[config.mk]
export PLATFORM = sky130hd
export DESIGN_NAME = reload_capture_timer
export DESIGN_NICKNAME = d
export VERILOG_FILES = /design/src/rtl/rct_pkg.sv /design/src/rtl/rct_tick_if.sv /design/src/rtl/rct_prescaler.sv /design/src/rtl/reload_capture_timer.sv
export VERILOG_INCLUDE_DIRS = /design/src /design/src/rtl
export SDC_FILE = /design/constraint.sdc
export NUM_CORES = 1
export LEC_CHECK = 0
export BUFFER_PORTS_ARGS = -buffer_cell sky130_fd_sc_hd__buf_4
export CAP_MARGIN = 5
export CELL_PAD_IN_SITES_DETAIL_PLACEMENT = 1
export CELL_PAD_IN_SITES_GLOBAL_PLACEMENT = 2
export CORE_MARGIN = 2
export CORE_UTILIZATION = 38
export DETAILED_ROUTE_END_ITERATION = 6
export PLACE_DENSITY = 0.9
export SYNTH_ARGS = -nofsm -noshare
export SYNTH_HDL_FRONTEND = slang
export SYNTH_SLANG_ARGS = --single-unit
[constraint.sdc]
create_clock -name clk_i -period 4.8 [get_ports clk_i]
set_input_delay 0.24 -clock clk_i [delete_from_list [all_inputs] [get_ports clk_i]]
set_output_delay 0.24 -clock clk_i [all_outputs]
set_load 0.005 [all_outputs]
[src/rtl/rct_cfg.svh]
// Register offsets, field positions, reset values and counts for the timer
// Assumes inclusion by bare name from the timer's design files
`ifndef RCT_CFG_SVH
`define RCT_CFG_SVH

// ----------------------------------------------------------------------
// Register byte offsets
// ----------------------------------------------------------------------
`define RCT_OFF_CTRL 12'h000
`define RCT_OFF_RELOAD 12'h004
`define RCT_OFF_COUNT 12'h008
`define RCT_OFF_STATUS 12'h00C
`define RCT_OFF_MASK 12'h010
`define RCT_OFF_PIN 12'h014

// ----------------------------------------------------------------------
// Control fields
// ----------------------------------------------------------------------
`define RCT_CTRL_RUN 0
`define RCT_CTRL_CAPTURE 1
`define RCT_CTRL_UPDOWN 2
`define RCT_CTRL_EXT_EN 3
`define RCT_CTRL_RISING 4
`define RCT_CTRL_PRE_EN 5
`define RCT_CTRL_PRE_LO 6
`define RCT_CTRL_PRE_HI 8

// ----------------------------------------------------------------------
// Status fields, reset values and counts
// ----------------------------------------------------------------------
`define RCT_ST_RELOAD 0
`define RCT_ST_CAPTURE 1
`define RCT_ST_EXTEDGE 2
`define RCT_CTRL_RST 32'h0000_0000
`define RCT_WORD_RST 16'h0000
`define RCT_TOP 16'hFFFF
`define RCT_DIV_OFF 12
`define RCT_DIV_W 4

`endif

[src/rtl/rct_pkg.sv]
// Types shared by the timer modules
// Assumes nothing beyond the config header
package rct_pkg;
  typedef logic [15:0] word_t;
  typedef enum logic {
    MODE_RELOAD,
    MODE_CAPTURE
  } mode_e;
endpackage : rct_pkg

[src/rtl/rct_tick_if.sv]
// Count-enable carrier between the prescaler and the counter core
// Assumes one clock domain
`timescale 1ns/10ps
interface rct_tick_if;
  logic run;
  logic pre_en;
  logic [2:0] pre_sel;
  logic tick;
  modport src (input run, input pre_en, input pre_sel, output tick);
  modport dst (output run, output pre_en, output pre_sel, input tick);
endinterface : rct_tick_if

[src/rtl/rct_prescaler.sv]
// Count-rate prescaler: fixed divide by twelve, or 2^n when enabled
// Assumes clk_i is the peripheral clock
`timescale 1ns/10ps
`include "rct_cfg.svh"
module rct_prescaler (
  input wire logic clk_i,
  input wire logic rst_i,
  rct_tick_if.src tk
);
  logic [7:0] cnt_q;
  logic [7:0] cnt_d;
  logic [7:0] limit;
  logic wrap;

  assign limit = tk.pre_en ? 8'((1 << tk.pre_sel) - 1)
                           : 8'(`RCT_DIV_OFF - 1);
  assign wrap = (cnt_q >= limit);
  assign cnt_d = (!tk.run || wrap) ? 8'h00 : cnt_q + 8'h01;
  assign tk.tick = tk.run && wrap;

  always_ff @(posedge clk_i or posedge rst_i) begin
    if (rst_i) begin
      cnt_q <= 8'h00;
    end else begin
      cnt_q <= cnt_d;
    end
  end
endmodule : rct_prescaler

[src/rtl/reload_capture_timer.sv]
// Reload/capture timer with APB register access and one interrupt line
// Assumes APB master on clk_i; trigger pin synchronous to nothing
//
// Our own choices: the APB interface to the registers and the register offsets.
`timescale 1ns/10ps
`include "rct_cfg.svh"

// What this block does
// 16-bit counter in auto-reload or single-channel capture mode.
// With prescaler off the counter advances once per twelve clocks.
// Counting continues while enabled; no self-stop on any event.
// Reload mode, no up/down: count up from reload value to FFFF.
// Reload trigger: overflow only, or also selected pin edge.
// Reload value comes from the software-written reload/capture register.
// Reload mode, no up/down: every reload raises the interrupt.
// Up/down mode: pin level sets direction; reloads raise no interrupt.
// Up/down counting up: reload from reload value on overflow.
// Counting down: underflow at reload value, then reload to FFFF.
// Capture mode counts 0000 to FFFF and reloads zero.
// Capture mode: selected pin edge copies count into reload register.
// Capture mode: reload and capture events both raise the interrupt.
// Trigger pin is synchronised before edge or level use.
module reload_capture_timer (
  input wire logic clk_i,
  input wire logic rst_i,
  input wire logic psel_i,
  input wire logic penable_i,
  input wire logic pwrite_i,
  input wire logic [11:0] paddr_i,
  input wire logic [31:0] pwdata_i,
  output logic [31:0] prdata_o,
  output logic pready_o,
  output logic pslverr_o,
  input wire logic external_trigger_pin_i,
  output logic irq_o
);
  // --------------------------------------------------------------------
  // Registers
  // --------------------------------------------------------------------
  logic [9:0] ctrl_q;
  rct_pkg::word_t reload_capture_value_q;
  rct_pkg::word_t timer_count_value_q;
  logic [2:0] status_q;
  logic [2:0] mask_q;
  logic [2:0] pin_sync_q;
  logic [31:0] prdata_q;

  rct_tick_if tk ();

  rct_prescaler u_pre (
    .clk_i(clk_i),
    .rst_i(rst_i),
    .tk(tk)
  );

  // --------------------------------------------------------------------
  // Bus decode
  // --------------------------------------------------------------------
  wire acc = psel_i && penable_i;
  wire wr = acc && pwrite_i;
  wire rd = acc && !pwrite_i;
  wire hit_ctrl = (paddr_i == `RCT_OFF_CTRL);
  wire hit_rel = (paddr_i == `RCT_OFF_RELOAD);
  wire hit_cnt = (paddr_i == `RCT_OFF_COUNT);
  wire hit_st = (paddr_i == `RCT_OFF_STATUS);
  wire hit_mask = (paddr_i == `RCT_OFF_MASK);
  wire hit_pin = (paddr_i == `RCT_OFF_PIN);
  wire mapped = hit_ctrl | hit_rel | hit_cnt | hit_st | hit_mask | hit_pin;

  assign pready_o = 1'b1;
  assign pslverr_o = acc && !mapped;
  assign prdata_o = prdata_q;

  // --------------------------------------------------------------------
  // Control fields
  // --------------------------------------------------------------------
  wire run = ctrl_q[`RCT_CTRL_RUN];
  rct_pkg::mode_e mode;
  assign mode = ctrl_q[`RCT_CTRL_CAPTURE] ? rct_pkg::MODE_CAPTURE
                                          : rct_pkg::MODE_RELOAD;
  wire updown = ctrl_q[`RCT_CTRL_UPDOWN] && (mode == rct_pkg::MODE_RELOAD);
  wire ext_en = ctrl_q[`RCT_CTRL_EXT_EN];
  wire rising = ctrl_q[`RCT_CTRL_RISING];

  assign tk.run = run;
  assign tk.pre_en = ctrl_q[`RCT_CTRL_PRE_EN];
  assign tk.pre_sel = ctrl_q[`RCT_CTRL_PRE_HI:`RCT_CTRL_PRE_LO];

  // --------------------------------------------------------------------
  // Trigger pin synchroniser and edge select
  // --------------------------------------------------------------------
  // Stage 0 feeds only stage 1; level and edges use stages 1 and 2
  wire pin_lvl = pin_sync_q[1];
  wire pin_rise = pin_sync_q[1] && !pin_sync_q[2];
  wire pin_fall = !pin_sync_q[1] && pin_sync_q[2];
  wire pin_edge = ext_en && (rising ? pin_rise : pin_fall);

  // --------------------------------------------------------------------
  // Count path
  // --------------------------------------------------------------------
  wire tick = tk.tick;
  wire count_down = updown && !pin_lvl;
  wire at_top = (timer_count_value_q == `RCT_TOP);
  wire at_floor = (timer_count_value_q == reload_capture_value_q);
  wire ovf = tick && !count_down && at_top;
  wire unf = tick && count_down && at_floor;
  // Pin-triggered reload only in plain reload mode
  wire ext_reload = pin_edge && (mode == rct_pkg::MODE_RELOAD) &&
                    !updown;
  wire capture_ev = pin_edge && (mode == rct_pkg::MODE_CAPTURE);
  wire reload_ev = run && (ovf || unf || ext_reload);

  rct_pkg::word_t reload_val;
  assign reload_val = (mode == rct_pkg::MODE_CAPTURE) ? `RCT_WORD_RST
                    : count_down ? `RCT_TOP
                    : reload_capture_value_q;

  rct_pkg::word_t count_d;
  assign count_d = (wr && hit_cnt) ? pwdata_i[15:0]
                 : reload_ev ? reload_val
                 : !tick ? timer_count_value_q
                 : count_down ? timer_count_value_q - 16'h0001
                 : timer_count_value_q + 16'h0001;

  rct_pkg::word_t rc_d;
  assign rc_d = (run && capture_ev) ? timer_count_value_q
              : (wr && hit_rel) ? pwdata_i[15:0]
              : reload_capture_value_q;

  // --------------------------------------------------------------------
  // Events and interrupt
  // --------------------------------------------------------------------
  logic [2:0] ev;
  assign ev[`RCT_ST_RELOAD] = reload_ev && !updown;
  assign ev[`RCT_ST_CAPTURE] = run && capture_ev;
  assign ev[`RCT_ST_EXTEDGE] = pin_edge;

  wire [2:0] st_clr = (wr && hit_st) ? pwdata_i[2:0] : 3'h0;
  wire [2:0] status_d = (status_q & ~st_clr) | ev;
  assign irq_o = |(status_q & mask_q);

  // --------------------------------------------------------------------
  // Read mux
  // --------------------------------------------------------------------
  logic [31:0] rd_word;
  assign rd_word = hit_ctrl ? {22'h00_0000, ctrl_q}
                 : hit_rel ? {16'h0000, reload_capture_value_q}
                 : hit_cnt ? {16'h0000, timer_count_value_q}
                 : hit_st ? {29'h0000_0000, status_q}
                 : hit_mask ? {29'h0000_0000, mask_q}
                 : hit_pin ? {31'h0000_0000, pin_lvl}
                 : 32'h0000_0000;

  // --------------------------------------------------------------------
  // Flops
  // --------------------------------------------------------------------
  always_ff @(posedge clk_i or posedge rst_i) begin
    if (rst_i) begin
      ctrl_q <= 10'(`RCT_CTRL_RST);
      mask_q <= 3'h0;
    end else if (wr && hit_ctrl) begin
      ctrl_q <= pwdata_i[9:0];
    end else if (wr && hit_mask) begin
      mask_q <= pwdata_i[2:0];
    end
  end

  always_ff @(posedge clk_i or posedge rst_i) begin
    if (rst_i) begin
      timer_count_value_q <= `RCT_WORD_RST;
      reload_capture_value_q <= `RCT_WORD_RST;
      status_q <= 3'h0;
    end else begin
      timer_count_value_q <= count_d;
      reload_capture_value_q <= rc_d;
      status_q <= status_d;
    end
  end

  always_ff @(posedge clk_i or posedge rst_i) begin
    if (rst_i) begin
      pin_sync_q <= 3'h0;
    end else begin
      pin_sync_q <= {pin_sync_q[1:0], external_trigger_pin_i};
    end
  end

  always_ff @(posedge clk_i or posedge rst_i) begin
    if (rst_i) begin
      prdata_q <= 32'h0000_0000;
    end else if (psel_i && !penable_i && !pwrite_i) begin
      prdata_q <= rd_word;
    end
  end
endmodule : reload_capture_timer

==> impl_metrics.env <==
export IMPL_htree_num_levels=3
export IMPL_gr_total_overflow=0
export IMPL_cp_slowest_cell="dfrtp_1"
export IMPL_synthesis_instances=573
export IMPL_total_leakage_power_nw=2.549
export IMPL_core_um2=13240
export IMPL_grt_max_degree=50
export IMPL_required_ns=5.04
export IMPL_synth_seq_cells=75
export IMPL_routabilityCongestion=0.8928
export IMPL_post_cts_buffers=0
export IMPL_worst_path_buf_inv=2
export IMPL_yosysSeqAreaShare_pct=36.39
export IMPL_grt_antenna_before_repair=0
export IMPL_critical_path_top_delay_family="compound AO/OA/AOI/OAI gates"
export IMPL_drv_cap=0
export IMPL_crit_path_end_kind="flip-flop"
export IMPL_crit_fanout=23
export IMPL_start_kind="flip-flop"
export IMPL_slew_viol_final=0
export IMPL_dr_wl_met3_um=766
export IMPL_numCtsBuffers=9
export IMPL_worst_clock_skew_ns=0.01057
export IMPL_min_period_ns=3.637
export IMPL_setup_viol=0
export IMPL_yosys_warnings=0
export IMPL_fp_row_count=42
export IMPL_drt_total_wl_mm=15.92
export IMPL_multi_input_area_um2=3068
export IMPL_layout_drive_gt1_share_pct=17.85
export IMPL_setup_tns_ns=0
export IMPL_vias=4627
export IMPL_clkSinkCount=75
export IMPL_portBuffers=51
export IMPL_grtUsageTotal_pct=22.49
export IMPL_ys_async_sr_fraction_pct=100.0
export IMPL_placed_cell_area_um2=5660
export IMPL_routed_via_density=5.798
export IMPL_dp_hpwl_mm=11.62
export IMPL_hp_class="in -> reg"
export IMPL_irDropWorstVdd_mv=0.1535
export IMPL_wl_met2_mm=7.676
export IMPL_die_w_um=120.5
export IMPL_cts_tree="done"
export IMPL_cts_buffer_depth=2
export IMPL_yosys_most_used_dff="dfrtp_1"
export IMPL_cts_hold_buffers_added=0
export IMPL_met1Wirelength_mm=7.057
export IMPL_nNetsFinal=693
export IMPL_syn_avg_cell_area_um2=9.001
export IMPL_fillers=1552
export IMPL_path_class="reg -> reg"
export IMPL_final_area_um2=5958
export IMPL_die_area_um2=14520
export IMPL_fmax_mhz=275.0
export IMPL_routedWlPerCell_um=19.95
export IMPL_cts_resized=0
export IMPL_start_util_pct=38.95
export IMPL_tightest_slew_ns=1.297
export IMPL_hold_violations=0
export IMPL_outcome="completed"
export IMPL_grt_pass1_vias=4938
export IMPL_crit_chain="inv_2 > nand2_1 > or2_1 > inv_2 > ha_1 > a211oi_1 > o211ai_1 > o211ai_1 > nand2_1 > o311ai_0 > a32oi_1 > o31ai_1"
export IMPL_area_growth_pct=15.53
export IMPL_drtPass1Iterations=4
export IMPL_synthDistinctLibCells=63
export IMPL_timing_final_crit_share_pct=75.77
export IMPL_syn_cell_area_um2=5157
export IMPL_drcViolationCount=0
export IMPL_cts_clk_slew_worst_paths_ns=0.06
export IMPL_n_antenna_cell=0
export IMPL_arrival_ns=3.88
export IMPL_clkLatencyLatePin_ns=0.34
export IMPL_max_stage_delay_ns=0.42
export IMPL_relSlewSlack_pct=12.93
export IMPL_drt_first_iter_violations=235
export IMPL_seq_area_um2=1877
export IMPL_grt_pass1_wl_mm=25.70
export IMPL_highest_layer="met4"
export IMPL_pin_count=85
export IMPL_final_antenna_net_count=0
export IMPL_rsz0062_at_grt="no"
export IMPL_die_height_um=120.5
export IMPL_synth_edff_count=0
export IMPL_clock_root_buffer="clkbuf_16"
export IMPL_p_per_area_nw_per_um2=236.8
[synth_stat cells (10+ instances only)]
library cell | instances | area share [%]
a21oi_1 | 59 | 5.7
a21oi_2 | 11 | 1.9
and3_1 | 10 | 1.2
buf_4 | 17 | 2.5
clkbuf_1 | 20 | 1.5
dfrtp_1 | 75 | 36
ha_1 | 23 | 5.6
inv_1 | 10 | 0.73
mux2_2 | 16 | 3.5
mux2i_1 | 18 | 3.5
nand2_1 | 44 | 3.2
nand3_1 | 14 | 1.4
nand4_1 | 10 | 1.2
nor2_1 | 58 | 4.2
o21ai_0 | 29 | 2.8
xnor2_1 | 19 | 3.2
xor2_1 | 15 | 2.5
[worst register-to-register path: stages, from the launching register on]
cell and delay [ns]:
dfrtp_1 0.42, inv_2 0.32, nand2_1 0.15, or2_1 0.29, inv_2 0.36, ha_1 0.34, a211oi_1 0.35, o211ai_1 0.21
o211ai_1 0.22, nand2_1 0.10, o311ai_0 0.32, a32oi_1 0.16, o31ai_1 0.29
[flip-flops by register name (all words and copies together), names as in the netlist]
| register | cells |
|---|---|
| ctrl_q | 10 |
| mask_q | 3 |
| pin_sync_q | 3 |
| prdata_o | 16 |
| reload_capture_value_q | 16 |
| status_q | 3 |
| timer_count_value_q | 16 |
| u_pre.cnt_q | 8 |
[metrics by stage]
stage	cells	util, %	total power [mW]	setup WS (ns)	hold slack (ns)
detailed placement	784	42.74	0.7144	1.209	0.3418
CTS	798	44.99	1.420	1.168	0.008669
global placement	784	42.74	0.7127	1.310	0.3343
floorplan	589	-	0.6864	1.955	0.2714
finish	798	44.99	1.411	1.163	0.01093
global route	798	44.99	1.451	0.8821	0.007023
[report_power, final]
part	total [mW]	leakage, nW	internal [mW]	switching, mW
registers	0.636	0.911	0.634	0.00194
clock network	0.708	0.145	0.449	0.260
logic	0.0659	1.49	0.0252	0.0407
total	1.41	2.55	1.11	0.302
[per-layer routing]
metal | GRT usage (%) | up-vias
met1 | 28.74 | 2296
li1 | - | 2163
met3 | 3.113 | 29
met4 | 9.084 | 0
met5 | 0 | -
met2 | 38.28 | 139
[cell type report]
| class | count | share of cell area (%) |
|---|---|---|
| Timing Repair Buffer | 60 | 7.560 |
| Clock inverter | 3 | 1.092 |
| Tap cell | 176 | 3.696 |
| Inverter | 12 | 0.7560 |
| Clock buffer | 11 | 3.906 |
| Multi-Input combinational cell | 461 | 51.49 |
| Sequential cell | 75 | 31.50 |
[placed cells by master (no fill, tap or decap), types with 5 or more instances in the layout]
cell type  count
ha_1          23
clkbuf_16      9
o21ai_0       29
o21a_1         8
dfrtp_1       75
a22oi_1        7
xor2_1        15
a31oi_1        5
a22o_1         6
mux2i_1       18
nand2_1       44
a311o_1        5
nand3_1       14
o211ai_1       8
nand4_1       10
a21o_1         8
mux2_2        16
nor3_1         8
xnor2_1       19
a21oi_2       11
buf_4         60
nor2_1        58
and3_1        10
a211oi_1       8
inv_1          9
conb_1        18
a21oi_1       59
[cells by family after synthesis]
family,Yosys count,share of synthesized area (%)
AO/OA/AOI/OAI,180,22.93
XOR/XNOR,34,5.774
adder cells (fa/ha/maj),24,5.968
buffers and inverters,53,5.410
flip-flops,75,36.39
multiplexers,34,6.987
other,2,0.1456
AND/OR/NAND/NOR,171,16.40
[final timing paths]
| check | slack, ns | end | cells past startpoint | from |
|---|---|---|---|---|
| max | 1.16 | timer_count_value_q[15] | 12 | ctrl_q[1] |
| min | 0.01 | pin_sync_q[0] | 1 | external_trigger_pin_i |
| max reg2reg | 1.16 | timer_count_value_q[15] | 12 | ctrl_q[1] |
| min reg2reg | 0.35 | pin_sync_q[1] | 0 | pin_sync_q[0] |
| max in group asynchronous | 3.64 | prdata_o[7] | 3 | rst_i |
| min in group asynchronous | 0.18 | pin_sync_q[2] | 2 | rst_i |
(Power assumes the default switching activity.)
